==> src/pkg/synth_update_pkg.sv <==
// Shared constants, field layouts and carriers for the synthesizer update block
package synth_update_pkg;

  // Serial word layout: 24 bits, register select in the low three bits
  localparam int SERIAL_WORD_W    = 24;
  localparam int SEL_LSB          = 0;
  localparam int SEL_W            = 3;
  localparam logic [2:0] SEL_CHANNEL = 3'h0;
  localparam logic [2:0] SEL_MODDIV  = 3'h1;
  localparam logic [2:0] SEL_SEED    = 3'h2;

  // Field positions inside the serial words
  localparam int INT_LSB          = 15;
  localparam int INT_W            = 8;
  localparam int NUMERATOR_VALUE_LSB         = 3;
  localparam int NUMERATOR_VALUE_W           = 12;
  localparam int MOD_LSB          = 3;
  localparam int REFDIV_LSB       = 15;
  localparam int REFDIV_W         = 4;
  localparam int BOOST_BIT        = 23;
  localparam int SEED_LSB         = 3;

  // Register offsets on the bus (byte addresses)
  localparam logic [7:0] OFS_PUMP_TIMER   = 8'h00;
  localparam logic [7:0] OFS_PAIR_TIMER   = 8'h04;
  localparam logic [7:0] OFS_THIRD_TIMER  = 8'h08;
  localparam logic [7:0] OFS_STATUS       = 8'h0c;
  localparam logic [7:0] OFS_ACT_CHANNEL  = 8'h10;
  localparam logic [7:0] OFS_ACT_MODDIV   = 8'h14;
  localparam logic [7:0] OFS_ACT_SEED     = 8'h18;

  // Timer widths and reset values, counted in reference (PFD) cycles
  localparam int TIMER_W                  = 10;
  localparam logic [9:0] PUMP_TIMER_RST   = 10'h01c;
  localparam logic [9:0] PAIR_TIMER_RST   = 10'h023;
  localparam logic [9:0] THIRD_TIMER_RST  = 10'h023;

  // Reset values of shadow and active settings
  localparam logic [11:0] MOD_RST         = 12'h041;
  localparam logic [3:0]  REFDIV_RST      = 4'h1;

  // Classic single-cycle bus request
  typedef struct packed {
    logic        cyc;
    logic        stb;
    logic        we;
    logic [7:0]  adr;
    logic [3:0]  sel;
    logic [31:0] dat;
  } wbReq_s;

  // Settings that drive the divider, modulator and pump
  typedef struct packed {
    logic [INT_W-1:0]    intValue;
    logic [NUMERATOR_VALUE_W-1:0]   numeratorValue;
    logic [NUMERATOR_VALUE_W-1:0]   denominatorValue;
    logic [REFDIV_W-1:0] refDivide;
    logic                pumpBoostBit;
    logic [NUMERATOR_VALUE_W-1:0]   seedOffset;
  } activeSet_s;

  // Fast-lock sequence states
  typedef enum logic [1:0] {
    LOCK_IDLE,
    LOCK_PENDING,
    LOCK_WIDE,
    LOCK_NARROW
  } lockState_e;

endpackage

==> src/verilog/pin_edge_sync.sv <==
// Three-stage pin synchroniser with agreed level and rising-edge pulse
`timescale 1ns/100ps
module pin_edge_sync #(
  parameter int WIDTH = 1
) (
  input  wire logic             clock,
  input  wire logic             rst_n,
  input  wire logic [WIDTH-1:0] pins,
  output logic      [WIDTH-1:0] level,
  output logic      [WIDTH-1:0] rise
);

  logic [WIDTH-1:0] stage1_r;
  logic [WIDTH-1:0] stage2_r;
  logic [WIDTH-1:0] stage3_r;
  logic [WIDTH-1:0] level_r;
  logic [WIDTH-1:0] agree;

  if (WIDTH < 1) begin : gWidthCheck
    $error("pin_edge_sync needs at least one pin");
  end

  // Stage one feeds stage two only, to keep metastability contained
  always_ff @(posedge clock) begin
    if (!rst_n) begin
      stage1_r <= '0;
      stage2_r <= '0;
      stage3_r <= '0;
      level_r  <= '0;
    end else begin
      stage1_r <= pins;
      stage2_r <= stage1_r;
      stage3_r <= stage2_r;
      level_r  <= (agree & stage2_r) | (~agree & level_r);
    end
  end

  // A change counts only once stages two and three agree
  assign agree = ~(stage2_r ^ stage3_r);
  assign rise  = agree & stage2_r & ~level_r;
  assign level = level_r;

endmodule // pin_edge_sync

==> src/verilog/fraction_accumulator.sv <==
// Digital fractional accumulator, one step per reference cycle
`timescale 1ns/100ps
module fraction_accumulator #(
  parameter int NUMERATOR_VALUE_W = 12
) (
  input  wire logic              clock,
  input  wire logic              rst_n,
  input  wire logic              seedLoad,
  input  wire logic [NUMERATOR_VALUE_W-1:0] seedValue,
  input  wire logic              step,
  input  wire logic [NUMERATOR_VALUE_W-1:0] numerator,
  input  wire logic [NUMERATOR_VALUE_W-1:0] denominator,
  output logic                   carry,
  output logic      [NUMERATOR_VALUE_W-1:0] residue
);

  logic [NUMERATOR_VALUE_W-1:0] acc_r;
  logic [NUMERATOR_VALUE_W-1:0] acc_nxt;
  logic              carry_r;
  logic              carry_nxt;
  logic [NUMERATOR_VALUE_W:0]   sum;
  logic              wrap;

  if (NUMERATOR_VALUE_W < 2) begin : gFracCheck
    $error("fraction_accumulator needs NUMERATOR_VALUE_W of at least 2");
  end

  // Sum and wrap against the modulus; residue is the quantisation error
  assign sum       = {1'b0, acc_r} + {1'b0, numerator};
  assign wrap      = sum >= {1'b0, denominator};
  assign acc_nxt   = wrap ? NUMERATOR_VALUE_W'(sum - {1'b0, denominator}) : sum[NUMERATOR_VALUE_W-1:0];
  assign carry_nxt = wrap;

  // Seed wins over a step in the same cycle so each update starts clean
  always_ff @(posedge clock) begin
    if (!rst_n) begin
      acc_r   <= '0;
      carry_r <= 1'b0;
    end else if (seedLoad) begin
      acc_r   <= seedValue; // RULE_05
      carry_r <= 1'b0;
    end else if (step) begin
      acc_r   <= acc_nxt; // RULE_04
      carry_r <= carry_nxt;
    end
  end

  assign carry   = carry_r;
  assign residue = acc_r;

endmodule // fraction_accumulator

==> src/verilog/channel_update_ctrl.sv <==
// Serial programming, double-buffered update and fast-lock timing control
`timescale 1ns/100ps

// Summary of operation
// RULE_01 - Every channel-word write starts a fresh fast-lock sequence
// RULE_02 - Sequence reduces pump current and opens loop-filter switches to narrow bandwidth
// RULE_03 - Separate programmable timers pick the reference cycle for each event
// RULE_04 - Modulator is digital and steps once per reference cycle
// RULE_05 - Channel-word write seeds the modulator from the phase-seed word
// RULE_06 - Seed word is double buffered; host writes seed before channel word
// RULE_07 - Modulus/divider word changes reference divider and modulus together
// RULE_08 - Bit 23 of modulus/divider word boosts pump current, double buffered
// RULE_09 - Modulus/divider writes stay in shadow until next channel-word write
// RULE_10 - Host writes channel word last when programming a frequency
// RULE_11 - Host may preload all words and delay the channel latch edge
// RULE_12 - Shifting or latching shadow words never disturbs active settings
// RULE_13 - Channel latch moves all shadow values to active together
// RULE_14 - Twenty-four bits shift on rising clock; latch rise loads addressed word
// RULE_15 - Divider takes new values on first reference cycle after latch
// RULE_16 - Seed sets output phase in steps of a full turn over modulus
module channel_update_ctrl
  import synth_update_pkg::*;
#(
  parameter int TIMER_WIDTH = synth_update_pkg::TIMER_W
) (
  input  wire logic                        clock,
  input  wire logic                        rst_n,
  input  wire synth_update_pkg::wbReq_s    wbReq,
  output logic                             wbAck,
  output logic      [31:0]                 wbDatOut,
  input  wire logic                        serialClockPin,
  input  wire logic                        serialDataPin,
  input  wire logic                        latchStrobePin,
  input  wire logic                        referenceInputPin,
  output synth_update_pkg::activeSet_s     activeSet,
  output logic      [synth_update_pkg::INT_W:0] dividerRatio,
  output logic                             pfdTick,
  output logic                             pumpCurrentReduced,
  output logic                             filterSwitchPairOpen,
  output logic                             filterSwitchThirdOpen,
  output logic                             fastLockBusy
);
  import synth_update_pkg::*;

  if (TIMER_WIDTH < 2 || TIMER_WIDTH > 16) begin : gTimerCheck
    $error("channel_update_ctrl supports TIMER_WIDTH from 2 to 16");
  end

  // Merge a bus write into a register through its byte enables
  function automatic logic [31:0] laneMerge(input logic [31:0] oldVal, input logic [31:0] newVal,
                                            input logic [3:0] sel);
    logic [31:0] mask;
    mask = {{8{sel[3]}}, {8{sel[2]}}, {8{sel[1]}}, {8{sel[0]}}};
    return (newVal & mask) | (oldVal & ~mask);
  endfunction

  // ---------------------------------------------------------------- pins
  logic [3:0] pinLevel;
  logic [3:0] pinRise;
  logic       serialClockRise;
  logic       serialDataLevel;
  logic       latchRise;
  logic       referenceRise;

  pin_edge_sync #(
    .WIDTH (4)
  ) uPinSync (
    .clock (clock),
    .rst_n (rst_n),
    .pins  ({referenceInputPin, latchStrobePin, serialDataPin, serialClockPin}),
    .level (pinLevel),
    .rise  (pinRise)
  );

  assign serialClockRise = pinRise[0];
  assign serialDataLevel = pinLevel[1];
  assign latchRise       = pinRise[2];
  assign referenceRise   = pinRise[3];

  // ---------------------------------------------------------- serial shift
  logic [SERIAL_WORD_W-1:0] shift_r;
  logic [SERIAL_WORD_W-1:0] shift_nxt;

  // Only the last 24 bits before the latch count; extra leading bits fall off
  assign shift_nxt = {shift_r[SERIAL_WORD_W-2:0], serialDataLevel};

  always_ff @(posedge clock) begin
    if (!rst_n) begin
      shift_r <= '0;
    end else if (serialClockRise) begin
      shift_r <= shift_nxt; // RULE_14
    end
  end

  // Latch decode on the agreed rising edge of the strobe
  logic [SEL_W-1:0] wordSelect;
  logic             loadChannel;
  logic             loadModDiv;
  logic             loadSeed;

  assign wordSelect  = shift_r[SEL_LSB +: SEL_W];
  assign loadChannel = latchRise && (wordSelect == SEL_CHANNEL); // RULE_14
  assign loadModDiv  = latchRise && (wordSelect == SEL_MODDIV);
  assign loadSeed    = latchRise && (wordSelect == SEL_SEED);

  // ------------------------------------------------------- shadow storage
  logic [NUMERATOR_VALUE_W-1:0]   shadowMod_r;
  logic [REFDIV_W-1:0] shadowRefDiv_r;
  logic                shadowBoost_r;
  logic [NUMERATOR_VALUE_W-1:0]   shadowSeed_r;
  logic [INT_W-1:0]    pendingInt_r;
  logic [NUMERATOR_VALUE_W-1:0]   pendingFrac_r;

  // Shadow words touch nothing active, so shifting can run mid-burst
  always_ff @(posedge clock) begin
    if (!rst_n) begin
      shadowMod_r    <= MOD_RST;
      shadowRefDiv_r <= REFDIV_RST;
      shadowBoost_r  <= 1'b0;
      shadowSeed_r   <= '0;
      pendingInt_r   <= '0;
      pendingFrac_r  <= '0;
    end else begin
      if (loadModDiv) begin
        shadowMod_r    <= shift_r[MOD_LSB +: NUMERATOR_VALUE_W]; // RULE_09 RULE_12
        shadowRefDiv_r <= shift_r[REFDIV_LSB +: REFDIV_W]; // RULE_07
        shadowBoost_r  <= shift_r[BOOST_BIT]; // RULE_08
      end
      if (loadSeed) begin
        shadowSeed_r   <= shift_r[SEED_LSB +: NUMERATOR_VALUE_W]; // RULE_06 RULE_12
      end
      if (loadChannel) begin
        pendingInt_r   <= shift_r[INT_LSB +: INT_W];
        pendingFrac_r  <= shift_r[NUMERATOR_VALUE_LSB +: NUMERATOR_VALUE_W];
      end
    end
  end

  // ------------------------------------------------------ reference divider
  logic [REFDIV_W-1:0] refCount_r;
  logic [REFDIV_W-1:0] refCount_nxt;
  logic [REFDIV_W-1:0] refLast;
  logic                pfdStep;
  activeSet_s          active_r;

  // A ratio of zero is served as one, so the reference never stalls
  assign refLast      = (active_r.refDivide == '0) ? '0 : REFDIV_W'(active_r.refDivide - 1'b1);
  assign pfdStep      = referenceRise && (refCount_r == refLast);
  assign refCount_nxt = pfdStep ? '0 : REFDIV_W'(refCount_r + 1'b1);

  always_ff @(posedge clock) begin
    if (!rst_n) begin
      refCount_r <= '0;
    end else if (referenceRise) begin
      refCount_r <= refCount_nxt;
    end
  end

  // ---------------------------------------------------- fast-lock sequencer
  lockState_e             state_r;
  lockState_e             state_nxt;
  logic [TIMER_WIDTH-1:0] pumpTimer_r;
  logic [TIMER_WIDTH-1:0] pairTimer_r;
  logic [TIMER_WIDTH-1:0] thirdTimer_r;
  logic [TIMER_WIDTH-1:0] cycleCount_r;
  logic                   applyUpdate;
  logic                   pumpDue;
  logic                   pairDue;
  logic                   thirdDue;
  logic                   allDue;

  // The update lands on the first reference cycle after the latch
  assign applyUpdate = (state_r == LOCK_PENDING) && pfdStep && !loadChannel; // RULE_15
  assign pumpDue     = cycleCount_r >= pumpTimer_r; // RULE_03
  assign pairDue     = cycleCount_r >= pairTimer_r; // RULE_03
  assign thirdDue    = cycleCount_r >= thirdTimer_r; // RULE_03
  assign allDue      = pumpDue && pairDue && thirdDue;

  // Next state; a new channel latch restarts from any state
  always_comb begin
    state_nxt = state_r;
    case (state_r)
      LOCK_IDLE: begin
        state_nxt = state_r;
      end
      LOCK_PENDING: begin
        if (applyUpdate) begin
          state_nxt = LOCK_WIDE;
        end
      end
      LOCK_WIDE: begin
        if (allDue) begin
          state_nxt = LOCK_NARROW;
        end
      end
      LOCK_NARROW: begin
        state_nxt = state_r;
      end
      default: begin
        state_nxt = LOCK_IDLE;
      end
    endcase
    if (loadChannel) begin
      state_nxt = LOCK_PENDING; // RULE_01
    end
  end

  always_ff @(posedge clock) begin
    if (!rst_n) begin
      state_r <= LOCK_IDLE;
    end else begin
      state_r <= state_nxt;
    end
  end

  // Reference cycles since the update; saturates so late timers still fire
  always_ff @(posedge clock) begin
    if (!rst_n) begin
      cycleCount_r <= '0;
    end else if (applyUpdate) begin
      cycleCount_r <= '0;
    end else if (state_r == LOCK_WIDE && pfdStep && !allDue) begin
      cycleCount_r <= TIMER_WIDTH'(cycleCount_r + 1'b1);
    end
  end

  // Bandwidth controls: wide from the update until each timer expires
  always_ff @(posedge clock) begin
    if (!rst_n) begin
      pumpCurrentReduced    <= 1'b0;
      filterSwitchPairOpen  <= 1'b0;
      filterSwitchThirdOpen <= 1'b0;
    end else if (applyUpdate) begin
      pumpCurrentReduced    <= 1'b0;
      filterSwitchPairOpen  <= 1'b0;
      filterSwitchThirdOpen <= 1'b0;
    end else if (state_r == LOCK_WIDE) begin
      pumpCurrentReduced    <= pumpDue; // RULE_02
      filterSwitchPairOpen  <= pairDue; // RULE_02
      filterSwitchThirdOpen <= thirdDue; // RULE_02
    end
  end

  assign fastLockBusy = (state_r == LOCK_PENDING) || (state_r == LOCK_WIDE);

  // --------------------------------------------------------- active copies
  // All shadow values move in one step with the channel values
  always_ff @(posedge clock) begin
    if (!rst_n) begin
      active_r.intValue         <= '0;
      active_r.numeratorValue   <= '0;
      active_r.denominatorValue <= MOD_RST;
      active_r.refDivide        <= REFDIV_RST;
      active_r.pumpBoostBit     <= 1'b0;
      active_r.seedOffset       <= '0;
    end else if (applyUpdate) begin
      active_r.intValue         <= pendingInt_r; // RULE_15
      active_r.numeratorValue   <= pendingFrac_r; // RULE_15
      active_r.denominatorValue <= shadowMod_r; // RULE_13 RULE_09
      active_r.refDivide        <= shadowRefDiv_r; // RULE_07 RULE_13
      active_r.pumpBoostBit     <= shadowBoost_r; // RULE_08 RULE_13
      active_r.seedOffset       <= shadowSeed_r; // RULE_06 RULE_13
    end
  end

  assign activeSet = active_r;
  assign pfdTick   = pfdStep;

  // -------------------------------------------------------------- modulator
  // Seeding offsets the fraction phase by seed/modulus of a cycle
  logic              modCarry;
  logic [NUMERATOR_VALUE_W-1:0] modResidue;

  fraction_accumulator #(
    .NUMERATOR_VALUE_W (NUMERATOR_VALUE_W)
  ) uModulator (
    .clock       (clock),
    .rst_n       (rst_n),
    .seedLoad    (applyUpdate),
    .seedValue   (shadowSeed_r),
    .step        (pfdStep),
    .numerator   (active_r.numeratorValue),
    .denominator (active_r.denominatorValue),
    .carry       (modCarry),
    .residue     (modResidue)
  ); // RULE_05 RULE_16

  assign dividerRatio = {1'b0, active_r.intValue} + {{INT_W{1'b0}}, modCarry}; // RULE_04

  // ------------------------------------------------------------ bus slave
  logic        busHit;
  logic        busWrite;
  logic [7:0]  wordAddr;
  logic [31:0] readMux;
  logic [31:0] pumpMerged;
  logic [31:0] pairMerged;
  logic [31:0] thirdMerged;
  logic        ack_r;

  assign busHit      = wbReq.cyc && wbReq.stb && !ack_r;
  assign busWrite    = busHit && wbReq.we;
  assign wordAddr    = {wbReq.adr[7:2], 2'b00};
  assign pumpMerged  = laneMerge(32'(pumpTimer_r), wbReq.dat, wbReq.sel);
  assign pairMerged  = laneMerge(32'(pairTimer_r), wbReq.dat, wbReq.sel);
  assign thirdMerged = laneMerge(32'(thirdTimer_r), wbReq.dat, wbReq.sel);

  // Read selection; unmapped offsets read zero and still acknowledge
  always_comb begin
    case (wordAddr)
      OFS_PUMP_TIMER:  readMux = 32'(pumpTimer_r);
      OFS_PAIR_TIMER:  readMux = 32'(pairTimer_r);
      OFS_THIRD_TIMER: readMux = 32'(thirdTimer_r);
      OFS_STATUS:      readMux = {26'h0, fastLockBusy, filterSwitchThirdOpen, filterSwitchPairOpen,
                                  pumpCurrentReduced, state_r};
      OFS_ACT_CHANNEL: readMux = {12'h0, active_r.intValue, active_r.numeratorValue};
      OFS_ACT_MODDIV:  readMux = {8'h0, active_r.pumpBoostBit, 3'h0, active_r.refDivide,
                                  4'h0, active_r.denominatorValue};
      OFS_ACT_SEED:    readMux = {20'h0, active_r.seedOffset};
      default:         readMux = 32'h0;
    endcase
  end

  // Timers are software settings; a change mid-sequence applies at once
  always_ff @(posedge clock) begin
    if (!rst_n) begin
      pumpTimer_r  <= TIMER_WIDTH'(PUMP_TIMER_RST);
      pairTimer_r  <= TIMER_WIDTH'(PAIR_TIMER_RST);
      thirdTimer_r <= TIMER_WIDTH'(THIRD_TIMER_RST);
    end else if (busWrite) begin
      if (wordAddr == OFS_PUMP_TIMER) begin
        pumpTimer_r <= pumpMerged[TIMER_WIDTH-1:0]; // RULE_03
      end
      if (wordAddr == OFS_PAIR_TIMER) begin
        pairTimer_r <= pairMerged[TIMER_WIDTH-1:0]; // RULE_03
      end
      if (wordAddr == OFS_THIRD_TIMER) begin
        thirdTimer_r <= thirdMerged[TIMER_WIDTH-1:0]; // RULE_03
      end
    end
  end

  // One-cycle ack, then dropped; data registered alongside it
  always_ff @(posedge clock) begin
    if (!rst_n) begin
      ack_r    <= 1'b0;
      wbDatOut <= 32'h0;
    end else begin
      ack_r    <= busHit;
      wbDatOut <= (busHit && !wbReq.we) ? readMux : 32'h0;
    end
  end

  assign wbAck = ack_r;

endmodule // channel_update_ctrl

==> config.mk <==
export PLATFORM = sky130hd
export DESIGN_NAME = channel_update_ctrl
export DESIGN_NICKNAME = d
export VERILOG_FILES = /design/src/pkg/synth_update_pkg.sv /design/src/verilog/pin_edge_sync.sv /design/src/verilog/fraction_accumulator.sv /design/src/verilog/channel_update_ctrl.sv
export SDC_FILE = /design/constraint.sdc
export NUM_CORES = 1
export LEC_CHECK = 0
export ABC_AREA = 1
export BUFFER_PORTS_ARGS = -buffer_cell sky130_fd_sc_hd__buf_2
export CAP_MARGIN = 40
export CORE_MARGIN = 2
export CORE_UTILIZATION = 55
export CTS_CLUSTER_DIAMETER = 50
export DETAILED_ROUTE_END_ITERATION = 10
export PLACE_DENSITY_LB_ADDON = 0.25
export SYNTH_ARGS = -nofsm -noshare
export SYNTH_HDL_FRONTEND = slang
export SYNTH_HIERARCHICAL = 1
export SYNTH_SLANG_ARGS = --single-unit
==> constraint.sdc <==
create_clock -name clock -period 3.8 [get_ports clock]
set_clock_uncertainty 0.2 [all_clocks]
set_input_delay 0.76 -clock clock [delete_from_list [all_inputs] [get_ports clock]]
set_output_delay 0.76 -clock clock [all_outputs]
set_load 0.005 [all_outputs]
==> key figures, run 1 <==
Synthesis
  – YS warnings: 6
  – Average size of a mapped cell: 7.41 sq um
  – Mapped Area: 11300 sq um
  – Gate Count Post-Synth: 1528

Routing
  – Number of routed nets with antenna violations: 0
  – Drt wl/cell: around 16 microns
  – M1 WL: around 14 mm
  – Highest metal used: met4
  – Final WL: approximately 32 mm
  – Metal2 WL: ~15 mm
  – DR iter-0 viols: 929
  – Met3 wire len: roughly 2.2 mm
  – Residual DRC count: 0
  – DR vias: around 10000
  – Via density: approximately 5.4
  – First drt pass iteration count: 6

Worst hold path
  – Worst hold path class: reg -> reg
  – Hold Startpoint: uPinSync/stage1_r[3]$_SDFF_PN0_
  – Cells on Worst Hold Path: 2

GRT
  – GR Overflow Total: 0
  – Wire length of the first global-routing pass: a little under 50 mm
  – Global-route usage over all layers: roughly 28%
  – Initial antenna violation count: 0
  – Largest net degree at the start of global routing: 63
  – Vias in the first global route: slightly above 9000

Final layout
  – Synth-to-Final Area Change: 14.0%
  – Multi-input combinational cell area: 5720 sq um
  – Seq. cell area: about 4400 sq um
  – Inserted Diodes: 0
  – Final net count: between 1500 and 2000
  – Fill count: around 1900
  – Fraction of layout cells with a size suffix above 1: 15.6%

Clock network
  – TritonCTS clock tree: done
  – CTS Hold Bufs: 0
  – CTS H-tree depth: 1
  – TritonCTS sink count: 222
  – TritonCTS Buffers: 27
  – Clock root buffer: clkbuf_16
  – Bufs on Longest Clock Path: 3
  – Worst skew pair latency: 0.53 ns
  – Clk slew on worst S/H paths: 0.06 ns

Power
  – Final Power: between 5 and 6 mW
  – Reg power frac: between 40% and 50%
  – Clock network power share: about half
  – Combinational Power Share: 3.8%
  – P_leak: between 6 and 7 nW
  – Power Dens Cells: 391 nW/um^2
  – Pint: slightly below 4 mW
  – Switch Pwr: 1.16 mW
  – Sw frac: between 20% and 30%
  – Peak supply drop: about 0.00033 V

Timing
  – Setup-failing EPs final: 0
  – Tmin final: approximately 3.6 ns
  – Max_slew headroom: between 40% and 50%
  – Slew @ Worst Pin: 0.755 ns
  – Fmax: around 280 MHz
  – RSZ-0062 raised after global routing: no
  – Slew Limit Fails: 0
  – Setup TNS: 0 ns
  – Hold Vio Cnt, Final: 0
  – Tcrit/Tclk final: a little over nine tenths
  – Worst Hold Slack: ~0.21 ns

Die
  – # IOs: 149
  – Total die area: approximately 22000 sq um
  – Site Rows: 52
  – Starting density of the core: 55.9%
  – Die Wd: approximately 150 microns
  – Die Height: 147 microns
  – Core area: slightly above 20000 sq um

Setup path
  – R2R Path Start: activeSet[29]$_SDFFE_PN0P_
  – CP Launch Type: flip-flop
  – Crit Path Category: reg -> reg
  – Crit path arrival time: around 3.8 ns
  – WP data required: 3.99 ns
  – Setup slack, reg-to-reg: 0.21 ns
  – Crit. Startpoint: activeSet[29]$_SDFFE_PN0P_
  – Worst Path Max Fanout: 13
  – Worst R2R Path Depth: 20
  – CP Capture Type: flip-flop

Place
  – GP Congestion: around 0.94
  – Port-buffer cells: ~110
  – DP HPWL: around 23 mm

Job
  – Maxcap violations: 0

Outcome
  – Outcome: completed
-- power groups by stage --
stage | Clock [mW] | Combinational (mW) | Sequential, mW
after floorplan | 0 | 0.136 | 2.41
after global routing | 2.63 | 0.212 | 2.36
after detailed placement | 0 | 0.186 | 2.41
final | 2.50 | 0.190 | 2.36
after global placement | 0 | 0.184 | 2.41
after CTS | 2.53 | 0.188 | 2.36
-- path summary, 6_finish.rpt --
| path | endpoint |
|---|---|
| max | uModulator/residue[4]$_SDFFE_PN0P_ |
| min | uPinSync/stage2_r[3]$_SDFF_PN0_ |
| max reg2reg | uModulator/residue[4]$_SDFFE_PN0P_ |
| min reg2reg | uPinSync/stage2_r[3]$_SDFF_PN0_ |
-- stage by stage --
step                setup slack [ns]  utilization, %  std cells  instance area (sq um)
finish                         0.214            63.8       1919                  12900
global route                0.000862            63.8       1919                  12900
CTS                           0.0399            63.6       1918                  12900
detailed placement            0.0887            59.3       1871                  12000
global placement               0.158            59.3       1870                  12000
floorplan                      0.590               -       1538                  11400
-- cell usage in the layout, fill, tap and decap left out, types with 3 or more instances in the layout --
cell type / count
a21o_1: 3
a21oi_1: 120
a21oi_2: 12
a22oi_1: 12
a31oi_1: 3
buf_2: 110
buf_4: 20
clkbuf_1: 4
clkbuf_16: 27
clkbuf_8: 5
clkinv_2: 3
conb_1: 11
dfxtp_1: 222
ha_1: 64
inv_1: 204
inv_2: 10
nand2_1: 249
nand2_2: 9
nand2_4: 11
nand3_1: 71
nand3_2: 21
nand4_1: 11
nor2_1: 199
nor2_2: 8
nor3_1: 8
nor4_1: 3
o211ai_1: 4
o21ai_0: 117
o21ai_1: 18
o21bai_1: 4
o22ai_1: 25
xnor2_1: 6
xor2_1: 21
-- routing by layer --
layer / GRT usage, % / up-vias
li1: - / 5152
met4: 9.62 / 0
met5: 0 / -
met2: 45.8 / 339
met1: 39.2 / 4804
met3: 4.35 / 65
-- timing repair --
item | 4_1_cts | 5_1_grt
endpoints found under the setup margin | 0 | 13
setup buffers | 0 | 1
resized for setup | 0 | 3
-- area by class of cell --
type,instances,area share [%]
Multi-Input combinational cell,1034,44.3
Inverter,215,6.25
Clock buffer,36,5.89
Timing Repair Buffer,131,5.58
Clock inverter,11,0.882
Sequential cell,222,34.4
Tap cell,270,2.62
-- worst max-delay path, cell delays in order, from the launching register on --
cell     delay (ns)
dfxtp_1        0.32
ha_1           0.28
fa_1           0.45
nand3_1        0.09
nand3_1        0.13
nand2_1        0.10
nand3_1        0.11
xnor2_2        0.24
inv_1          0.07
ha_1           0.36
nand2_2        0.11
nor2_2         0.14
nand3_1        0.11
nand3_2        0.11
nand2_2        0.06
nand2_2        0.07
nand2_4        0.08
nand2_8        0.18
nand2_1        0.11
nand3_2        0.08
a21oi_2        0.04
Note: power is estimated with default switching activity, not from simulation.
==> inputs of run 2 (changes only) <==
clock period = 4.3 ns   (was 3.8 ns; I/O delays follow)
==> key figures, run 2 (same netlist as run 1, synthesis figures left out) <==
Setup path
  – Slowest stage cell, crit path: fa_1 (unchanged)
  – Worst Path Max Fanout: 13 (unchanged)
  – Crit. Startpoint: activeSet[29]$_SDFFE_PN0P_ (unchanged)
  – Most frequent CP cell: nand3_1 (unchanged)
  – CP Capture Type: flip-flop (unchanged)
  – Critical path, cell by cell: ha_1 -> fa_1 -> nand3_1 -> nand3_1 -> nand2_1 -> nand3_1 -> xnor2_1 -> inv_1 -> ha_1 -> nand2_2 -> inv_2 -> a21oi_1 -> nand3_2 -> nand2_2 -> nand2_2 -> nand2_4 -> nand2_4 -> nand2_1 -> nand3_1 -> a21oi_1 (was ha_1 -> fa_1 -> nand3_1 -> nand3_1 -> nand2_1 -> nand3_1 -> xnor2_2 -> inv_1 -> ha_1 -> nand2_2 -> nor2_2 -> nand3_1 -> nand3_2 -> nand2_2 -> nand2_2 -> nand2_4 -> nand2_8 -> nand2_1 -> nand3_2 -> a21oi_2)
  – WP data required: 4.54 ns (was 3.99 ns)
  – Crit Path Category: reg -> reg (unchanged)
  – Worst path top cell family by delay: simple AND/OR/NAND/NOR gates (unchanged)
  – R2R Path Start: activeSet[29]$_SDFFE_PN0P_ (unchanged)
  – Crit path arrival time: 4.28 ns (was 3.77 ns)
  – Crit-path max cell delay: 0.45 ns (about the same)
  – Worst Path Buf+Inv: 2 (was 1)
  – CP Launch Type: flip-flop (unchanged)

Outcome
  – Outcome: completed (unchanged)

Worst hold path
  – Worst hold path class: reg -> reg (unchanged)
  – Hold Startpoint: uPinSync/stage1_r[1]$_SDFF_PN0_ (was uPinSync/stage1_r[3]$_SDFF_PN0_)

Die
  – Die Height: 147 microns (unchanged)
  – # IOs: 149 (unchanged)
  – Core area: 20200 sq um (unchanged)
  – Die Wd: 147 microns (unchanged)
  – Starting density of the core: 55.9% (unchanged)
  – Total die area: 21700 sq um (unchanged)
  – Site Rows: 52 (unchanged)

Place
  – Port-buffer cells: 111 (unchanged)
  – Pre-CTS setup slack: 0.348 ns (was 0.0887 ns)
  – GP Congestion: 0.918 (was 0.942)
  – DP HPWL: 23.0 mm (was 23.1 mm)

Power
  – Peak supply drop: 0.000254 V (was 0.000327 V)
  – Power Dens Cells: 352 nW/um^2 (was 391 nW/um^2)
  – Final Power: 4.51 mW (was 5.05 mW)
  – Reg power frac: 46.2% (was 46.7%)
  – Sw frac: 22.3% (was 23.0%)
  – Combinational Power Share: 3.7% (was 3.8%)
  – Pint: 3.50 mW (was 3.89 mW)
  – Clock network power share: 50.1% (was 49.5%)
  – Switch Pwr: 1.01 mW (was 1.16 mW)
  – P_leak: 6.34 nW (was 6.38 nW)

Clock network
  – Clock root buffer: clkbuf_16 (unchanged)
  – CTS Hold Bufs: 0 (unchanged)
  – TritonCTS Buffers: 27 (unchanged)
  – CTS H-tree depth: 1 (unchanged)
  – Bufs on Longest Clock Path: 3 (unchanged)
  – TritonCTS sink count: 222 (unchanged)
  – Worst skew pair latency: 0.52 ns (was 0.53 ns)
  – CTS resizes: 0 (unchanged)
  – Setup Buffers After CTS: 0 (unchanged)
  – Clk slew on worst S/H paths: 0.06 ns (about the same)
  – TritonCTS clock tree: done (unchanged)

Routing
  – DR iter-0 viols: 890 (was 929)
  – Final WL: 31.4 mm (was 31.5 mm)
  – First drt pass iteration count: 5 (was 6)
  – Residual DRC count: 0 (unchanged)
  – Number of routed nets with antenna violations: 0 (unchanged)
  – Drt wl/cell: 16.4 microns (about the same)
  – Via density: 5.40 (about the same)
  – DR vias: 10333 (was 10360)

Final layout
  – Leading cell type in the layout, fill and taps excluded: nand2_1 (unchanged)
  – Multi-input combinational cell area: 5700 sq um (was 5720 sq um)
  – Synth-to-Final Area Change: 13.3% (was 14.0%)
  – Fill count: 1844 (was 1861)
  – Commonest cells after routing, fill and taps aside: nand2_1 (249), dfxtp_1 (222), inv_1 (204) (unchanged)
  – Inserted Diodes: 0 (unchanged)
  – Final net count: 1742 (was 1750)
  – Fraction of layout cells with a size suffix above 1: 14.9% (was 15.6%)
  – Layout Utilization: 63.4% (was 63.8%)
  – Seq. cell area: 4440 sq um (unchanged)

Timing
  – Slew @ Worst Pin: 0.835 ns (was 0.755 ns)
  – PnR worst setup slack: 0.265 ns (was 0.214 ns)
  – Hold Vio Cnt, Final: 0 (unchanged)
  – Slew Limit Fails: 0 (unchanged)
  – Tcrit/Tclk final: 93.8% (was 94.4%)
  – RSZ-0062 raised after global routing: no (unchanged)
  – Setup TNS: 0 ns (unchanged)
  – Setup-failing EPs final: 0 (unchanged)
  – Fmax: 248 MHz (was 279 MHz)
  – Max_slew headroom: 44.2% (was 49.6%)
  – Tmin final: 4.03 ns (was 3.59 ns)

GRT
  – Global-route usage over all layers: 28.2% (was 28.4%)
  – Vias in the first global route: 9541 (was 9326)
  – Wire length of the first global-routing pass: 49.2 mm (was 49.3 mm)
  – GR Overflow Total: 0 (unchanged)
  – Initial antenna violation count: 0 (unchanged)
  – Largest net degree at the start of global routing: 85 (was 63)

Job
  – Maxcap violations: 0 (unchanged)
## run 2: cell count changes in the layout (fill, tap and decap cells not counted), moves of 2 or more
cell,change
buf_4,-7
clkbuf_1,+6
clkinv_2,-2
clkinv_4,-2
clkinvlp_4,-2
xnor2_1,+2
xnor2_2,-2
## run 2: through the flow
stage | std cells | cell area, sq um | hold WS, ns
floorplan | 1538 | 11400 | 0.190
global placement | 1863 | 11900 | 0.192
detailed placement | 1863 | 11900 | 0.200
CTS | 1912 | 12800 | 0.213
global route | 1913 | 12800 | 0.232
finish | 1913 | 12800 | 0.210
## run 2: power by group through the flow
stage               combinational (mW)  sequential [mW]  clock, mW
floorplan                        0.120             2.13          0
global placement                 0.162             2.13          0
detailed placement               0.164             2.13          0
CTS                              0.165             2.09       2.28
global route                     0.188             2.09       2.36
finish                           0.167             2.09       2.26
## run 2: final cells by class
cell class              count  area share (%)
multi-input cells        1034            44.4
flip-flops and latches    222            34.7
inverters                 215            6.29
well taps                 270            2.63
clock inverters             7           0.820
repair buffers            123            5.05
clock buffers              42            6.10
## run 2: metal layers
metal	GRT usage, %	share of wire, %
met1	38.7	43
met2	46.1	46
met3	3.95	7.2
met5	0	0
met4	9.28	3.4
## run 2: path summary, 6_finish.rpt
kind / slack, ns / end / cells after the start
max: 0.27 / uModulator/residue[3]$_SDFFE_PN0P_ / 20
min: 0.21 / uPinSync/stage2_r[1]$_SDFF_PN0_ / 2
max reg2reg: 0.27 / uModulator/residue[3]$_SDFFE_PN0P_ / 20
min reg2reg: 0.21 / uPinSync/stage2_r[1]$_SDFF_PN0_ / 2
## run 2: worst register-to-register path: stages (launching register included)
cell     delay (ns)
dfxtp_1        0.36
ha_1           0.28
fa_1           0.45
nand3_1        0.10
nand3_1        0.14
nand2_1        0.10
nand3_1        0.09
xnor2_1        0.40
inv_1          0.09
ha_1           0.36
nand2_2        0.13
inv_2          0.03
a21oi_1        0.17
nand3_2        0.12
nand2_2        0.07
nand2_2        0.06
nand2_4        0.20
nand2_4        0.25
nand2_1        0.15
nand3_1        0.09
a21oi_1        0.12
